[config.mk]
export PLATFORM = sky130hd
export DESIGN_NAME = i2c_target_mem_access_lock
export DESIGN_NICKNAME = d
export VERILOG_FILES = /design/src/i2c_lock_pkg.sv /design/src/i2c_target_mem_access_lock.sv
export SDC_FILE = /design/constraint.sdc
export NUM_CORES = 1
export LEC_CHECK = 0
export BUFFER_PORTS_ARGS = -buffer_cell sky130_fd_sc_hd__buf_2
export CORE_UTILIZATION = 25
export DETAILED_ROUTE_END_ITERATION = 8
export SYNTH_ARGS = -nofsm -noshare
export SYNTH_HDL_FRONTEND = slang
export SYNTH_SLANG_ARGS = --single-unit
[constraint.sdc]
create_clock -name mclk -period 15.8 [get_ports mclk]
set_input_delay 0.79 -clock mclk [delete_from_list [all_inputs] [get_ports mclk]]
set_output_delay 0.79 -clock mclk [all_outputs]
set_load 0.05 [all_outputs]
[src/i2c_lock_pkg.sv]
/*
 * Shared constants for the locked memory-access target port, plus the
 * bit-level link engine that the packet logic instantiates.
 * Assumes one system clock (mclk) and an asynchronous active-high reset.
 */
`default_nettype none

package i2c_lock_pkg;
	// register port offsets
	localparam logic [3:0] REG_LOCK_CFG = 4'h0;
	localparam logic [3:0] REG_LOCK_KEY = 4'h4;
	localparam logic [3:0] REG_TARGET = 4'h8;
	localparam logic [3:0] REG_STATUS = 4'hc;
	// values after reset
	localparam logic [1:0] MODE_RST = 2'h0;
	localparam logic [14:0] KEY_RST = 15'h0000;
	localparam logic [6:0] TARGET_RST = 7'h2a;
	// protection levels
	localparam logic [1:0] LVL_OPEN = 2'h0;
	localparam logic [1:0] LVL_KEY = 2'h1;
	localparam logic [1:0] LVL_RDKEY = 2'h2;
	// length codes
	localparam logic [1:0] LEN_16 = 2'h0;
	localparam logic [1:0] LEN_64 = 2'h2;
	localparam logic [1:0] LEN_RSV = 2'h3;
	// control word field positions
	localparam int CW_DIR = 23;
	localparam int CW_CRC = 22;
	// protected shadow window and the unlock location
	localparam logic [11:0] PROT_LO = 12'h080;
	localparam logic [11:0] PROT_HI = 12'h0af;
	localparam logic [11:0] UNLOCK_ADDR = 12'h0f8;
	localparam logic [21:0] ADDR2_STEP = 22'h000002;
	// crc defaults, overridable at the top
	localparam logic [7:0] CRC_POLY_DEF = 8'h07;
	localparam logic [7:0] CRC_INIT_DEF = 8'h00;

	// data bytes implied by a length code
	function automatic logic [3:0] len_bytes(input logic [1:0] len);
		case (len)
			2'h0: len_bytes = 4'h2;
			2'h1: len_bytes = 4'h4;
			2'h2: len_bytes = 4'h8;
			default: len_bytes = 4'h0;
		endcase
	endfunction

	// one crc-8 step over a byte, msb first
	function automatic logic [7:0] crc8(input logic [7:0] c,
		input logic [7:0] b, input logic [7:0] poly);
		logic [7:0] r;
		r = c ^ b;
		for (int i = 0; i < 8; i++) begin
			r = r[7] ? ((r << 1) ^ poly) : (r << 1);
		end
		crc8 = r;
	endfunction

	function automatic logic is_prot(input logic [11:0] a);
		is_prot = (a >= PROT_LO) && (a <= PROT_HI);
	endfunction

	// read permission from level and unlock state
	function automatic logic rd_ok(input logic [1:0] m,
		input logic unl, input logic bad);
		rd_ok = !bad && ((m == LVL_OPEN) ||
			((m == LVL_KEY || m == LVL_RDKEY) && unl));
	endfunction

	function automatic logic wr_ok(input logic [1:0] m,
		input logic unl, input logic bad);
		wr_ok = !bad && ((m == LVL_OPEN) || (m == LVL_KEY && unl));
	endfunction
endpackage

/*
 * bit engine: synchronises the link pins, finds start and stop, shifts
 * bytes in and out and drives the acknowledge slot.
 * Assumes scl comes from outside the mclk domain and is far slower.
 */
module i2c_bit_link (
	input wire logic mclk,
	input wire logic rst,
	input wire logic scl_in,
	input wire logic sda_in,
	input wire logic ack_req,
	input wire logic tx_mode,
	input wire logic [7:0] tx_byte,
	output logic start_p,
	output logic stop_p,
	output logic byte_p,
	output logic [7:0] rx_byte,
	output logic ack_p,
	output logic ctrl_nack,
	output logic sda_oe
);
	typedef struct packed {
		logic scl_m, scl_s, scl_p; // scl sync chain and history
		logic sda_m, sda_s, sda_p; // sda sync chain and history
		logic act; // inside a frame
		logic [3:0] cnt; // bit slot, 8 is the ack slot
		logic [7:0] sh; // receive shifter
		logic [7:0] tx; // transmit shifter
		logic oe; // pulling sda low
		logic bp, ap, nk; // byte done, ack slot done, nack seen
	} link_t;
	link_t q, d;
	logic rise, fall;
	logic [3:0] nc;

	// edges only look at the second sync stage and its history
	assign rise = q.scl_s & ~q.scl_p;
	assign fall = ~q.scl_s & q.scl_p;
	assign start_p = q.scl_s & q.scl_p & q.sda_p & ~q.sda_s;
	assign stop_p = q.scl_s & q.scl_p & ~q.sda_p & q.sda_s;
	assign byte_p = q.bp;
	assign rx_byte = q.sh;
	assign ack_p = q.ap;
	assign ctrl_nack = q.nk;
	assign sda_oe = q.oe;

	// next state of the link
	always_comb begin
		d = q;
		nc = (q.cnt == 4'h8) ? 4'h0 : q.cnt + 4'h1;
		d.scl_m = scl_in;
		d.scl_s = q.scl_m;
		d.scl_p = q.scl_s;
		d.sda_m = sda_in;
		d.sda_s = q.sda_m;
		d.sda_p = q.sda_s;
		d.bp = 1'b0;
		d.ap = 1'b0;
		if (start_p || stop_p) begin
			// a frame edge resets the slot count and frees the line
			d.act = start_p;
			// the scl fall that follows a start wraps 4'hf to bit slot 0
			d.cnt = start_p ? 4'hf : 4'h0;
			d.oe = 1'b0;
		end else if (q.act && rise) begin
			if (q.cnt < 4'h8) begin
				d.sh = {q.sh[6:0], q.sda_s};
			end
			d.bp = (q.cnt == 4'h7);
			d.ap = (q.cnt == 4'h8);
			if (q.cnt == 4'h8) begin
				d.nk = q.sda_s;
			end
		end else if (q.act && fall) begin
			d.cnt = nc;
			if (nc == 4'h8) begin
				// ack slot: pull low only for a byte the packet layer took;
				// a read request is acked before its first sent byte
				d.oe = ack_req;
			end else if (!tx_mode) begin
				d.oe = 1'b0;
			end else if (nc == 4'h0) begin
				d.tx = tx_byte;
				d.oe = ~tx_byte[7];
			end else begin
				d.tx = {q.tx[6:0], 1'b0};
				d.oe = ~q.tx[6];
			end
		end
	end

	// state register
	always_ff @(posedge mclk or posedge rst) begin
		if (rst) begin
			q <= '{scl_m: 1'b1, scl_s: 1'b1, scl_p: 1'b1, sda_m: 1'b1,
				sda_s: 1'b1, sda_p: 1'b1, default: '0};
		end else begin
			q <= d;
		end
	end
endmodule // i2c_bit_link

`default_nettype wire

[src/i2c_target_mem_access_lock.sv]
/*
 * Packet layer of the memory-access target port: control word, write
 * commit, read prefetch, crc and the passcode lock.
 * Assumes the memory answers a read strobe with data one cycle later.
 */
`default_nettype none

module i2c_target_mem_access_lock #(
	parameter logic [7:0] CRC_POLY = i2c_lock_pkg::CRC_POLY_DEF,
	parameter logic [7:0] CRC_INIT = i2c_lock_pkg::CRC_INIT_DEF
) (
	input wire logic mclk,
	input wire logic rst,
	input wire logic sleep_p, // sleep entry drops the unlock
	input wire logic scl_in,
	input wire logic sda_in,
	output logic sda_out,
	output logic sda_oe,
	input wire logic [3:0] reg_addr,
	input wire logic [31:0] reg_wdata,
	input wire logic reg_wr,
	input wire logic reg_rd,
	output logic [31:0] reg_rdata,
	output logic [21:0] mem_addr,
	output logic [31:0] mem_wdata,
	output logic mem_wr,
	output logic mem_wide, // 1: 32-bit word, 0: low 16 bits
	output logic mem_rd,
	input wire logic [31:0] mem_rdata
);
	import i2c_lock_pkg::*;

	typedef enum logic [3:0] {ST_IDLE, ST_ADDR, ST_CTRL, ST_WDATA,
		ST_RDPEND, ST_TX, ST_COMMIT2, ST_SKIP} phase_t;

	typedef struct packed {
		phase_t st;
		logic [23:0] cw; // control word, first byte on top
		logic [1:0] cwn; // control bytes taken
		logic [3:0] nb; // data bytes moved
		logic [63:0] wbuf; // write data, byte 0 lowest
		logic [63:0] rbuf; // prefetched read data
		logic [7:0] crc; // running crc
		logic crc_ok; // received crc matched
		logic acc_ok; // access allowed for this packet
		logic rd_pend; // read control word awaits restart
		logic ack; // acknowledge the current byte
		logic txm; // we drive data bytes
		logic [7:0] txb; // next byte to send
		logic [2:0] fph; // prefetch phase
		logic [1:0] mode; // protection level
		logic [14:0] key; // stored passcode
		logic [6:0] tid; // own target identifier
		logic unlocked;
		logic bad_key;
		logic [21:0] maddr;
		logic [31:0] mwdata;
		logic mwr, mwide, mrd;
		logic [31:0] rdata;
	} blk_t;
	blk_t q, d;

	logic start_p, stop_p, byte_p, ack_p, ctrl_nack;
	logic [7:0] rx;
	logic [23:0] ncw; // control word after the byte now arriving
	logic [21:0] base; // internal address of this packet
	logic [3:0] exp; // data bytes the length asks for
	logic [3:0] tot; // data bytes plus crc byte
	logic wgood; // write may be committed at stop
	logic [7:0] ncrc;

	i2c_bit_link u_link (
		.mclk(mclk),
		.rst(rst),
		.scl_in(scl_in),
		.sda_in(sda_in),
		.ack_req(q.ack),
		.tx_mode(q.txm),
		.tx_byte(q.txb),
		.start_p(start_p),
		.stop_p(stop_p),
		.byte_p(byte_p),
		.rx_byte(rx),
		.ack_p(ack_p),
		.ctrl_nack(ctrl_nack),
		.sda_oe(sda_oe)
	);

	// open drain: only ever pull low
	assign sda_out = 1'b0;
	assign reg_rdata = q.rdata;
	assign mem_addr = q.maddr;
	assign mem_wdata = q.mwdata;
	assign mem_wr = q.mwr;
	assign mem_wide = q.mwide;
	assign mem_rd = q.mrd;

	// upper two bits pad the 20 carried bits to the internal width
	assign base = {2'b00, q.cw[19:0]};
	assign ncw = {q.cw[15:0], rx};
	assign exp = len_bytes(q.cw[21:20]);
	assign tot = exp + {3'b000, q.cw[CW_CRC]};
	// byte count, crc and lock re-checked at the commit
	assign wgood = q.acc_ok && (q.nb == tot) &&
		(!q.cw[CW_CRC] || q.crc_ok) &&
		(!is_prot(q.cw[11:0]) || wr_ok(q.mode, q.unlocked, q.bad_key));
	assign ncrc = crc8(q.crc, q.txb, CRC_POLY);

	// whole next-state logic of the packet layer
	always_comb begin
		d = q;
		d.mwr = 1'b0;
		d.mrd = 1'b0;
		d.rdata = 32'h00000000;
		// register port, read data one cycle after the strobe
		if (reg_rd) begin
			case (reg_addr)
				REG_LOCK_CFG: d.rdata = {30'h0, q.mode};
				REG_LOCK_KEY: d.rdata = 32'h00000000;
				REG_TARGET: d.rdata = {25'h0, q.tid};
				REG_STATUS: d.rdata = {27'h0, q.st != ST_IDLE,
					wr_ok(q.mode, q.unlocked, q.bad_key),
					rd_ok(q.mode, q.unlocked, q.bad_key),
					q.bad_key, q.unlocked};
				default: d.rdata = 32'h00000000;
			endcase
		end
		if (reg_wr) begin
			// lock fields obey the level they configure
			if (reg_addr == REG_LOCK_CFG &&
				wr_ok(q.mode, q.unlocked, q.bad_key)) begin
				d.mode = reg_wdata[1:0];
			end
			// only possible at levels 00 and 01
			if (reg_addr == REG_LOCK_KEY &&
				wr_ok(q.mode, q.unlocked, q.bad_key)) begin
				d.key = reg_wdata[14:0];
			end
			if (reg_addr == REG_TARGET) begin
				d.tid = reg_wdata[6:0];
			end
		end
		// sleep entry forgets the passcode entry
		if (sleep_p) begin
			d.unlocked = 1'b0;
			d.bad_key = 1'b0;
		end
		// read prefetch: strobe, then data a cycle later
		case (q.fph)
			3'h1: begin
				d.mrd = 1'b1;
				d.maddr = base;
				d.fph = 3'h2;
			end
			3'h2: begin
				if (q.cw[21:20] == LEN_64) begin
					d.mrd = 1'b1;
					d.maddr = base + ADDR2_STEP;
				end
				d.fph = 3'h3;
			end
			3'h3: begin
				d.rbuf[31:0] = mem_rdata;
				d.fph = (q.cw[21:20] == LEN_64) ? 3'h4 : 3'h0;
			end
			3'h4: begin
				d.rbuf[63:32] = mem_rdata;
				d.fph = 3'h0;
			end
			default: d.fph = 3'h0;
		endcase
		// second half of a 64-bit write
		if (q.st == ST_COMMIT2) begin
			d.mwr = 1'b1;
			d.mwide = 1'b1;
			d.maddr = q.maddr + ADDR2_STEP;
			d.mwdata = q.wbuf[63:32];
			d.st = ST_IDLE;
		end
		if (start_p) begin
			// repeated or fresh start; a pending read survives
			d.st = ST_ADDR;
			d.ack = 1'b0;
			d.txm = 1'b0;
			d.rd_pend = q.rd_pend && (q.st == ST_RDPEND);
		end else if (stop_p) begin
			d.ack = 1'b0;
			d.txm = 1'b0;
			d.st = (q.st == ST_RDPEND) ? ST_RDPEND : ST_IDLE;
			if (q.st != ST_RDPEND) begin
				d.rd_pend = 1'b0;
			end
			if (q.st == ST_WDATA && wgood) begin
				if (q.cw[11:0] == UNLOCK_ADDR) begin
					// one good entry unlocks, a wrong one locks out
					d.unlocked = (q.wbuf[14:0] == q.key);
					d.bad_key = (q.wbuf[14:0] != q.key);
				end else begin
					// first word at the given address
					d.mwr = 1'b1;
					d.maddr = base;
					d.mwide = (q.cw[21:20] != LEN_16);
					d.mwdata = (q.cw[21:20] == LEN_16) ?
						{16'h0000, q.wbuf[15:0]} : q.wbuf[31:0];
					if (q.cw[21:20] == LEN_64) begin
						d.st = ST_COMMIT2;
					end
				end
			end
		end else if (byte_p) begin
			d.ack = 1'b0;
			case (q.st)
				ST_ADDR: begin
					if (rx[7:1] != q.tid) begin
						d.st = ST_SKIP;
					end else if (!rx[0]) begin
						// every packet opens with a write
						d.ack = 1'b1;
						d.st = ST_CTRL;
						d.cwn = 2'h0;
						d.rd_pend = 1'b0;
						d.crc = crc8(CRC_INIT, rx, CRC_POLY);
					end else if (q.rd_pend && q.acc_ok) begin
						d.ack = 1'b1;
						d.txm = 1'b1;
						d.st = ST_TX;
						d.nb = 4'h0;
						d.txb = q.rbuf[7:0];
						d.crc = crc8(q.crc, rx, CRC_POLY);
					end else begin
						// refused reads get no answer
						d.st = ST_SKIP;
					end
				end
				ST_CTRL: begin
					d.ack = 1'b1;
					d.cw = ncw;
					d.cwn = q.cwn + 2'h1;
					d.crc = crc8(q.crc, rx, CRC_POLY);
					if (q.cwn == 2'h2) begin
						// reserved length or section/page: no access
						d.acc_ok = (ncw[21:20] != LEN_RSV) &&
							(ncw[19:12] == 8'h00);
						if (ncw[CW_DIR]) begin
							d.st = ST_RDPEND;
							d.rd_pend = 1'b1;
							if (is_prot(ncw[11:0]) &&
								!rd_ok(q.mode, q.unlocked, q.bad_key)) begin
								d.acc_ok = 1'b0;
							end
							if (d.acc_ok) begin
								d.fph = 3'h1;
							end
						end else begin
							d.st = ST_WDATA;
							d.nb = 4'h0;
							d.crc_ok = 1'b0;
							if (is_prot(ncw[11:0]) &&
								!wr_ok(q.mode, q.unlocked, q.bad_key)) begin
								d.acc_ok = 1'b0;
							end
						end
					end
				end
				ST_WDATA: begin
					// locked-out writes are not acknowledged
					d.ack = q.acc_ok;
					if (q.nb < exp) begin
						d.wbuf[{q.nb[2:0], 3'b000} +: 8] = rx;
						d.crc = crc8(q.crc, rx, CRC_POLY);
					end else if (q.nb == exp && q.cw[CW_CRC]) begin
						d.crc_ok = (rx == q.crc);
					end
					if (q.nb != 4'hf) begin
						d.nb = q.nb + 4'h1;
					end
				end
				default: d.ack = 1'b0;
			endcase
		end else if (ack_p && q.st == ST_TX && !q.ack) begin
			// controller answered a byte we sent; our own ack of the read
			// request also ends a slot and is told apart by q.ack
			if (q.nb < exp) begin
				d.crc = ncrc;
			end
			d.nb = q.nb + 4'h1;
			if (ctrl_nack) begin
				d.txm = 1'b0;
				d.rd_pend = 1'b0;
				d.st = ST_SKIP;
			end else if (q.nb + 4'h1 < exp) begin
				d.txb = q.rbuf[{q.nb[2:0] + 3'h1, 3'b000} +: 8];
			end else if (q.nb + 4'h1 == exp && q.cw[CW_CRC]) begin
				d.txb = ncrc;
			end else begin
				d.txb = 8'hff;
			end
		end
	end

	// state register; reset gives the documented power-up state
	always_ff @(posedge mclk or posedge rst) begin
		if (rst) begin
			q <= '{st: ST_IDLE, mode: MODE_RST, key: KEY_RST,
				tid: TARGET_RST, default: '0};
		end else begin
			q <= d;
		end
	end

	property p_wr_lock;
		@(posedge mclk) disable iff (rst)
		mem_wr && is_prot(mem_addr[11:0]) |->
			$past(wr_ok(q.mode, q.unlocked, q.bad_key));
	endproperty
	a_wr_lock: assert property (p_wr_lock)
		else $error("protected write while locked");

	property p_rd_lock;
		@(posedge mclk) disable iff (rst)
		mem_rd && is_prot(mem_addr[11:0]) && q.fph == 3'h2 |->
			$past(rd_ok(q.mode, q.unlocked, q.bad_key), 2);
	endproperty
	a_rd_lock: assert property (p_rd_lock)
		else $error("protected read while locked");

	property p_key_hidden;
		@(posedge mclk) disable iff (rst)
		reg_rd && reg_addr == REG_LOCK_KEY |=> reg_rdata == 32'h0;
	endproperty
	a_key_hidden: assert property (p_key_hidden)
		else $error("passcode became readable");

	property p_bad_key;
		@(posedge mclk) disable iff (rst)
		stop_p && q.st == ST_WDATA && wgood &&
			q.cw[11:0] == UNLOCK_ADDR && q.wbuf[14:0] != q.key
			|=> !q.unlocked && q.bad_key;
	endproperty
	a_bad_key: assert property (p_bad_key)
		else $error("wrong passcode left access open");

	property p_sec_page;
		@(posedge mclk) disable iff (rst)
		mem_wr || mem_rd |-> mem_addr[21:12] == 10'h000;
	endproperty
	a_sec_page: assert property (p_sec_page)
		else $error("access outside section and page zero");

	property p_rsv_len;
		@(posedge mclk) disable iff (rst)
		mem_wr |-> q.cw[21:20] != LEN_RSV;
	endproperty
	a_rsv_len: assert property (p_rsv_len)
		else $error("access for reserved length");

	property p_count;
		@(posedge mclk) disable iff (rst)
		$rose(mem_wr) |-> $past(q.nb) == $past(tot);
	endproperty
	a_count: assert property (p_count)
		else $error("write committed with wrong byte count");

	property p_second_word;
		@(posedge mclk) disable iff (rst)
		$rose(mem_wr) && q.st == ST_COMMIT2 |=>
			mem_wr && mem_addr == $past(mem_addr) + ADDR2_STEP
			##1 !mem_wr;
	endproperty
	a_second_word: assert property (p_second_word)
		else $error("64-bit write second word wrong");

	property p_foreign_id;
		@(posedge mclk) disable iff (rst)
		byte_p && q.st == ST_ADDR && rx[7:1] != q.tid |=>
			!q.ack && q.st == ST_SKIP;
	endproperty
	a_foreign_id: assert property (p_foreign_id)
		else $error("foreign identifier acknowledged");
endmodule // i2c_target_mem_access_lock

`default_nettype wire

==> flow_summary.ini, run 1 <==
[clock_tree]
cts_setup_buffers = 0
cts_buffers = 34
cts_tree = yes
cts_buffer_depth = 3
ctsHtreeMaxLevel = 2
cts_hold_buf = 0
cts_resized = 0
cts.clk_slew.worst_paths_ns = 0.06
cts_sinks = 305
insertion_delay_ns = 0.53
cts-root-buf = clkbuf_16

[place]
port_buffers = 122
gp_congestion = 0.899
dp_hpwl_um = 31400

[worst_setup_path]
ff2ff_setup_slack_ns = 12.28
crit_type = reg2reg
worst_setup_path_end_kind = flop
cp_max_fo = 10
startpoint_type = flop
crit_family = XOR/XNOR gates
rr_worst_depth = 9
rr_startpoint = q[268]$_DFFE_PP0P_
cp_data_required_time_ns = 16.20
worstPathArrival_ns = 3.91
worst-path-buf-inv = 0
path_cells = ha_1 > xor2_2 > ha_1 > nor2b_1 > o21a_1 > nor2_1 > o2bb2ai_1 > o21ai_0 > mux2_2
r2r-end = q[121]$_DFFE_PP0P_
cp_slowest_stage_delay_ns = 0.78
cpMaxStageDelayCell = xor2_2
worst_path_most_repeated_cell = ha_1

[synthesis]
synthTopCellsByCount = dfrtp_1, mux2_2, nand2_1
synth_xor_area_share_pct = 5.15
muxShareOfSynthArea_pct = 17.0
synthFlopType = dfrtp_1
netlist_area_mm2 = 0.0165
synthCells = 1554
synth_edf_count = 0
synth_area_leaders = dfrtp_1, mux2_2, xnor2_1
yosysMostFrequentCell = dfrtp_1
async_flop_share_pct = 100
yosysTopAreaCellShare_pct = 44.9
avgSynthCellArea_um2 = 10.6
synth_cell_types = 81
synth_top_family_by_area = multiplexers
synth.ff_latch_count = 305
synth_compound_area_share_pct = 10.4
yosys.area_share.adder_pct = 2.05
synth_seq_area_share_pct = 46.3
yosysWarnings = 0
yosysTopAreaCell = dfrtp_1
synthSimpleGateAreaFrac_pct = 12.1

[pwr]
p_leak_nw = 8.23
p_switching_mw = 0.790
report.power.total_mw = 2.34
clockPowerShare_pct = 35.3
switching_share_pct = 33.7
power.internal_mw = 1.55
p_per_area_mw_per_mm2 = 126
power_frac_comb_pct = 25.4
power_frac_seq_pct = 39.3
peakVddDrop_uv = 71.6

[drt]
dr.pass1.iters = 5
vias_per_cell = 4.86
wire_per_inst_um = 18.2
wirelength_um = 44700
drc_errors = 0
antenna_left = 0
vias = 11900
drt_iter0_markers = 1010

[floorplanning]
die_w_um = 259
initial_utilization_pct = 25.5
io_pins = 166
dieArea_mm2 = 0.0671
die_y_um = 259
rows = 93
core_mm2 = 0.0648

[timing]
relSlewSlack_pct = 21.0
worst-slew-pin-transition_ns = 1.17
max_freq_mhz = 284
period_needed_ns = 3.52
period_share_pct = 22.3
rsz0062_at_grt = no
fin_tns_setup_ns = 0
setup_viol = 0
fin_skew_ns = 0.0244
slew_viol_final = 0
final-hold-violation-count = 0

[final_layout]
drive_gt1_share_pct = 24.8
fill_cells = 6681
multi_input_area_mm2 = 0.00783
regArea_mm2 = 0.00764
areaGrowthSynthToFinish_pct = 12.4
fin_util_pct = 28.6
fin_nets = 1673

[global_routing]
grt_overflow = 0
grt_use_total_pct = 13.2
grt_max_degree = 90
antenna_found_initial = 2
grt_pass1_vias = 11900
grt_pass1_wl_um = 70100

[status]
outcome = finished clean

[job]
max-cap-violations = 0

[min_path]
hp-class = in2async
-- stage by stage --
step                      std cells  hold WS [ns]  setup WS (ns)  cell area (um^2)
final                          2451         0.325          12.28             18600
after global routing           2451         0.362          12.14             18600
after CTS                      2450         0.356          12.28             18600
after detailed placement       2390         0.347          12.33             17400
after global placement         2390         0.348          12.42             17400
after floorplan                1579         0.345           6.59             16600
-- worst max-delay path by stage --
stage,endpoint,from,cells after the start
after global routing,q[122]$_DFFE_PP0P_,q[268]$_DFFE_PP0P_,9
after detailed placement,q[120]$_DFFE_PP0P_,q[268]$_DFFE_PP0P_,9
after floorplan,base[0]$_DFFE_PP0P_,rst,1
after CTS,q[120]$_DFFE_PP0P_,q[268]$_DFFE_PP0P_,9
after global placement,q[118]$_DFFE_PP0P_,q[268]$_DFFE_PP0P_,9
final,q[121]$_DFFE_PP0P_,q[268]$_DFFE_PP0P_,9
-- layout by cell type, fill, tap and decap left out, types with 15 or more instances in the layout --
cell,n
nor3_1,20
a21oi_1,31
ha_1,27
o21ai_0,130
inv_1,25
buf_2,122
buf_4,17
nand2_1,150
and3_1,15
conb_1,26
nor2_1,57
mux2i_1,63
dfrtp_1,296
xnor2_1,75
xor2_1,15
mux2_2,159
clkbuf_16,34
nand4_1,19
nand3_1,56
-- power by group through the flow --
stage / registers, mW / clock network [mW] / logic [mW]
3_3_place_gp: 0.931 / 0 / 0.578
5_1_grt: 0.928 / 0.878 / 0.644
6_report: 0.922 / 0.826 / 0.595
3_5_place_dp: 0.933 / 0 / 0.592
4_1_cts: 0.919 / 0.845 / 0.596
2_1_floorplan: 0.888 / 0 / 0.491
-- flip-flops by register name, indices dropped and copies added, names as in the netlist --
name / count
mem_addr: 22
u_link.byte_p: 1
mem_wr: 1
mem_wide: 1
u_link.d: 4
u_link.ack_p: 1
u_link.rx_byte: 8
q: 191
u_link.sda_oe: 1
base: 20
u_link.ctrl_nack: 1
mem_rd: 1
reg_rdata: 7
u_link.q: 14
mem_wdata: 32
-- layout make-up --
| type | instances | share of cell area [%] |
|---|---|---|
| Timing Repair Buffer | 139 | 3.98 |
| Multi-Input combinational cell | 1063 | 42.2 |
| Sequential cell | 305 | 41.2 |
| Tap cell | 855 | 5.77 |
| Inverter | 28 | 0.607 |
| Clock buffer | 47 | 5.23 |
| Clock inverter | 13 | 1.03 |
| Antenna cell | 1 | 0.0135 |
-- kinds of logic (layout without fill, tap and decap cells) --
| family | after synthesis | count (layout) |
|---|---|---|
| buffers and inverters | 211 | 227 |
| other | 1 | 27 |
| DFF | 305 | 305 |
| adders and majority gates | 27 | 27 |
| AOI/OAI and AO/OA | 275 | 275 |
| and+or+nand+nor | 403 | 403 |
| muxes | 239 | 239 |
| xor gates and xnor gates | 93 | 93 |
-- routing by layer --
layer	routed length (um)	GRT usage [%]
met5	8	0
met4	830	3.34
met3	2540	2.40
met2	20500	20.6
met1	20800	18.5
Note: power is estimated with default switching activity, not from simulation.
==> run 2, diff against run 1 <==
- clock period: 15.8 -> 3.65 ns (I/O delays scaled with it)
==> flow_summary.ini, run 2 (synthesis gave the netlist of run 1 again) <==
[pwr]
switching_share_pct = 33.5
peakVddDrop_uv = 388
power_frac_comb_pct = 25.6
p_per_area_mw_per_mm2 = 530
clockPowerShare_pct = 35.0
power_frac_seq_pct = 39.3
power.internal_mw = 6.80
p_switching_mw = 3.42
p_leak_nw = 8.54

[worst_setup_path]
crit_type = reg2reg
rr_worst_depth = 9
r2r-end = q[254]$_DFFE_PP0P_
rr_startpoint = q[293]$_DFFE_PP0P_
cp_max_fo = 8
worst_setup_path_end_kind = flop
ff2ff_setup_slack_ns = 0.39
worstPathArrival_ns = 3.66
startpoint_type = flop
cp_data_required_time_ns = 4.05

[timing]
final-hold-violation-count = 0
fin_skew_ns = 0.0423
max_freq_mhz = 307
slew_viol_final = 0
period_share_pct = 89.3
fin_tns_setup_ns = 0
setup_viol = 0
relSlewSlack_pct = 32.0
worst-slew-pin-transition_ns = 1.02
rsz0062_at_grt = no
period_needed_ns = 3.26

[final_layout]
diodes = 0
largest_register_ffs = 191
layout_common_cells = dfrtp_1, mux2_2, nand2_1, o21ai_0, buf_2
multi_input_area_mm2 = 0.00783
instances_no_fill = 2522
regMostFlops = q
fill_cells = 6657
layout_commonest_cell = dfrtp_1
fin_nets = 1745
drive_gt1_share_pct = 24.7
regArea_mm2 = 0.00764
areaGrowthSynthToFinish_pct = 16.7

[place]
port_buffers = 122
placed_cells = 2409
gp_congestion = 0.886
dp_hpwl_um = 31800

[drt]
vias_per_cell = 4.80
vias = 12100
wirelength_um = 44700
drc_errors = 0
dr.pass1.iters = 5
wire_per_inst_um = 17.7
drt_iter0_markers = 904
antenna_left = 0

[floorplanning]
io_pins = 166
die_w_um = 259
core_mm2 = 0.0648
initial_utilization_pct = 25.5
die_y_um = 259
rows = 93
dieArea_mm2 = 0.0671

[clock_tree]
cts-root-buf = clkbuf_16
cts_tree = yes
cts_resized = 0
cts_buffer_depth = 3
insertion_delay_ns = 0.54
cts_setup_buffers = 0
ctsHtreeMaxLevel = 2
cts_sinks = 305
cts_buffers = 34
cts.clk_slew.worst_paths_ns = 0.06

[global_routing]
grt_overflow = 0
grt_pass1_vias = 12100
grt_use_total_pct = 13.2
grt_pass1_wl_um = 70800
grt_max_degree = 107
antenna_found_initial = 1

[status]
outcome = finished clean

[min_path]
hp-class = in2reg
min_path_cells = 3
worstHoldEndpoint = reg_rdata[4]$_DFF_PP0_
min_from = reg_addr[2]

[job]
max-cap-violations = 0
run 2: cell count changes in the layout (fill, tap and decap cells not counted):
cell / delta
buf_12: +4
buf_4: +15
bufinv_16: +1
clkbuf_1: +2
clkbuf_8: -3
clkinvlp_4: +2
diode_2: -1
dlygate4sd3_1: +53
inv_8: -2
run 2: worst max-delay path by stage:
stage                             startpoint  slack [ns]             endpoint  cells past startpoint
final                     q[293]$_DFFE_PP0P_        0.39   q[254]$_DFFE_PP0P_                      9
after global routing      q[294]$_DFFE_PP0P_        0.16   q[252]$_DFFE_PP0P_                      9
after CTS                 q[293]$_DFFE_PP0P_        0.45   q[253]$_DFFE_PP0P_                      9
after detailed placement  q[293]$_DFFE_PP0P_        0.49   q[253]$_DFFE_PP0P_                      9
after global placement    q[293]$_DFFE_PP0P_        0.51   q[251]$_DFFE_PP0P_                      9
after floorplan                          rst       -0.58  base[0]$_DFFE_PP0P_                      1
run 2: final cells by class:
cell class	count	share of cell area, %
well taps	855	5.55
clock inverters	14	1.12
inverters	28	0.565
clock buffers	46	4.86
multi-input cells	1063	40.6
flip-flops and latches	305	39.7
repair buffers	211	7.59
run 2: power by group through the flow:
stage          Clock, mW  Sequential [mW]  Combinational, mW
2_1_floorplan          0             3.85               2.13
3_3_place_gp           0             4.07               2.51
3_5_place_dp           0             4.08               2.56
4_1_cts             3.67             4.01               2.62
5_1_grt             3.81             4.06               2.84
6_report            3.58             4.02               2.62
run 2: metrics by stage:
stage	hold WS (ns)	cell area (um^2)	setup WS, ns	power (mW)	utilization [%]
3_5_place_dp	0.180	17600	0.492	6.64	27.1
3_3_place_gp	0.177	17600	0.513	6.58	27.1
2_1_floorplan	0.187	16600	-0.582	5.97	-
4_1_cts	0.0650	19300	0.454	10.3	29.7
5_1_grt	0.118	19300	0.156	10.7	29.7
6_report	0.0854	19300	0.392	10.2	29.7
run 2: repair_timing:
| action | 4_1_cts | 5_1_grt |
|---|---|---|
| hold buffers | 53 | 0 |
| hold endpoints to repair | 99 | 0 |
| endpoints found under the setup margin | 0 | 0 |
run 2: per-layer routing:
| metal | track usage, % | up-vias | share of wire, % |
|---|---|---|---|
| met4 | 2.55 | 2 | 1.4 |
| li1 | - | 5625 | - |
| met5 | 0 | - | 0.038 |
| met1 | 18.6 | 6066 | 47 |
| met3 | 2.30 | 51 | 5.6 |
| met2 | 21.3 | 358 | 46 |
run 2: critical path, cell delays in order (launching register included):
cell and delay (ns):
dfrtp_1 0.42, nor2b_1 0.21, inv_1 0.15, ha_1 0.34
a21oi_1 0.20, o21ai_0 0.22, or3_1 0.44, nor2_1 0.15
o2111ai_1 0.51, mux2_2 0.47
==> run 3, diff against run 2 <==
- CORE_ASPECT_RATIO: unset -> 0.7
==> flow_summary.ini, run 3 (synthesis gave the netlist of run 1 again) <==
[worst_setup_path]
worstPathArrival_ns = 3.65
rr_startpoint = q[294]$_DFFE_PP0P_
startpoint_type = flop
cp_max_fo = 8
rr_worst_depth = 9
cp_data_required_time_ns = 4.08
ff2ff_setup_slack_ns = 0.43
crit_type = reg2reg
r2r-end = q[204]$_DFFE_PP0P_
worst_setup_path_end_kind = flop

[place]
place_area_mm2 = 0.0177
placed_cells = 2443
port_buffers = 122
dpl_worst_slack_ns = 0.531
dp_hpwl_um = 34200
gp_congestion = 0.892

[min_path]
worstHoldEndpoint = reg_rdata[4]$_DFF_PP0_
min_path_cells = 3
min_from = reg_addr[2]
hp-class = in2reg

[global_routing]
grt_overflow = 0
antenna_found_initial = 3
grt_pass1_vias = 12400
grt_pass1_wl_um = 74100
grt_use_total_pct = 14.3
grt_max_degree = 102

[pwr]
report.power.total_mw = 10.6
p_per_area_mw_per_mm2 = 541
peakVddDrop_uv = 244
p_leak_nw = 8.66

[timing]
slew_viol_final = 0
max_freq_mhz = 311
setup_viol = 0
relSlewSlack_pct = 31.6
fin_ws_ns = 0.430
final-hold-violation-count = 0
fin_tns_setup_ns = 0
period_needed_ns = 3.22
rsz0062_at_grt = no
period_share_pct = 88.2
fin_skew_ns = 0.0312
fin_hold_ws_ns = 0.0409
worst-slew-pin-transition_ns = 1.02

[drt]
dr.pass1.iters = 5
vias_per_cell = 4.80
drt_iter0_markers = 897
vias = 12300
wire_per_inst_um = 18.7
antenna_left = 0
drc_errors = 0
wirelength_um = 48000

[clock_tree]
cts_sinks = 305
cts_buffers = 37
cts-root-buf = clkbuf_16
cts_tree = yes
cts_buffer_depth = 3
ctsHtreeMaxLevel = 2
cts.clk_slew.worst_paths_ns = 0.06
cts_resized = 0
insertion_delay_ns = 0.57

[final_layout]
diodes = 0
regMostFlops = q
fin_nets = 1757
design_area_mm2 = 0.0195
layout_commonest_cell = dfrtp_1
largest_register_ffs = 191
instances_no_fill = 2563
areaGrowthSynthToFinish_pct = 18.1
layout_common_cells = dfrtp_1, mux2_2, nand2_1, o21ai_0, buf_2
fin_util_pct = 30.0
drive_gt1_share_pct = 25.5

[floorplanning]
dieArea_mm2 = 0.0671
die_y_um = 217
die_w_um = 309
io_pins = 166
rows = 78
core_mm2 = 0.0650
initial_utilization_pct = 25.4

[status]
outcome = finished clean

[job]
max-cap-violations = 0
==> run 3: cell count changes in the layout (fill, tap and decap cells not counted), moves of 2 or more <==
cell / change
buf_4: +8
clkinv_2: +5
clkbuf_16: +3
inv_6: +3
clkbuf_1: -2
clkbuf_8: -2
==> run 3: critical path, cell delays in order, from the launching register on <==
cell and delay [ns]:
dfrtp_1 0.40, nor2b_1 0.24, inv_1 0.17, ha_1 0.34
a21oi_1 0.20, o21ai_0 0.20, or3_1 0.44, nor3_1 0.22
nand3_1 0.43, mux2_2 0.42
==> run 3: worst max-delay path by stage <==
stage	start	end	slack, ns	depth (start not counted)
floorplan	rst	base[0]$_DFFE_PP0P_	-0.58	1
detailed placement	q[294]$_DFFE_PP0P_	q[252]$_DFFE_PP0P_	0.53	10
global placement	q[293]$_DFFE_PP0P_	q[251]$_DFFE_PP0P_	0.58	10
CTS	q[294]$_DFFE_PP0P_	q[252]$_DFFE_PP0P_	0.50	10
finish	q[294]$_DFFE_PP0P_	q[204]$_DFFE_PP0P_	0.43	9
global route	q[294]$_DFFE_PP0P_	q[204]$_DFFE_PP0P_	0.21	9
==> run 3: power by group <==
group          total [mW]  switching [mW]  internal, mW
logic                2.67            1.61          1.06
registers            4.00           0.391          3.60
clock network        3.89            1.53          2.35
==> run 3: what timing repair did <==
action,in CTS,in global routing
buffers inserted,0,0
endpoints found under the setup margin,0,0
hold endpoints to repair,105,0
hold buffers,53,0
==> run 3: area by class of cell <==
type,instances,area (um^2)
Sequential cell,305,7640
Clock buffer,45,976
Multi-Input combinational cell,1063,7840
Fill cell,6707,45500
Inverter,28,109
Timing Repair Buffer,220,1540
Clock inverter,22,293
Tap cell,880,1100
==> run 3: layer usage <==
metal / global-route usage (%) / part of all wire, %
met1: 19.7 / 46
met2: 21.6 / 44
met3: 4.50 / 8.1
met4: 3.43 / 2.0
met5: 0 / 0.071
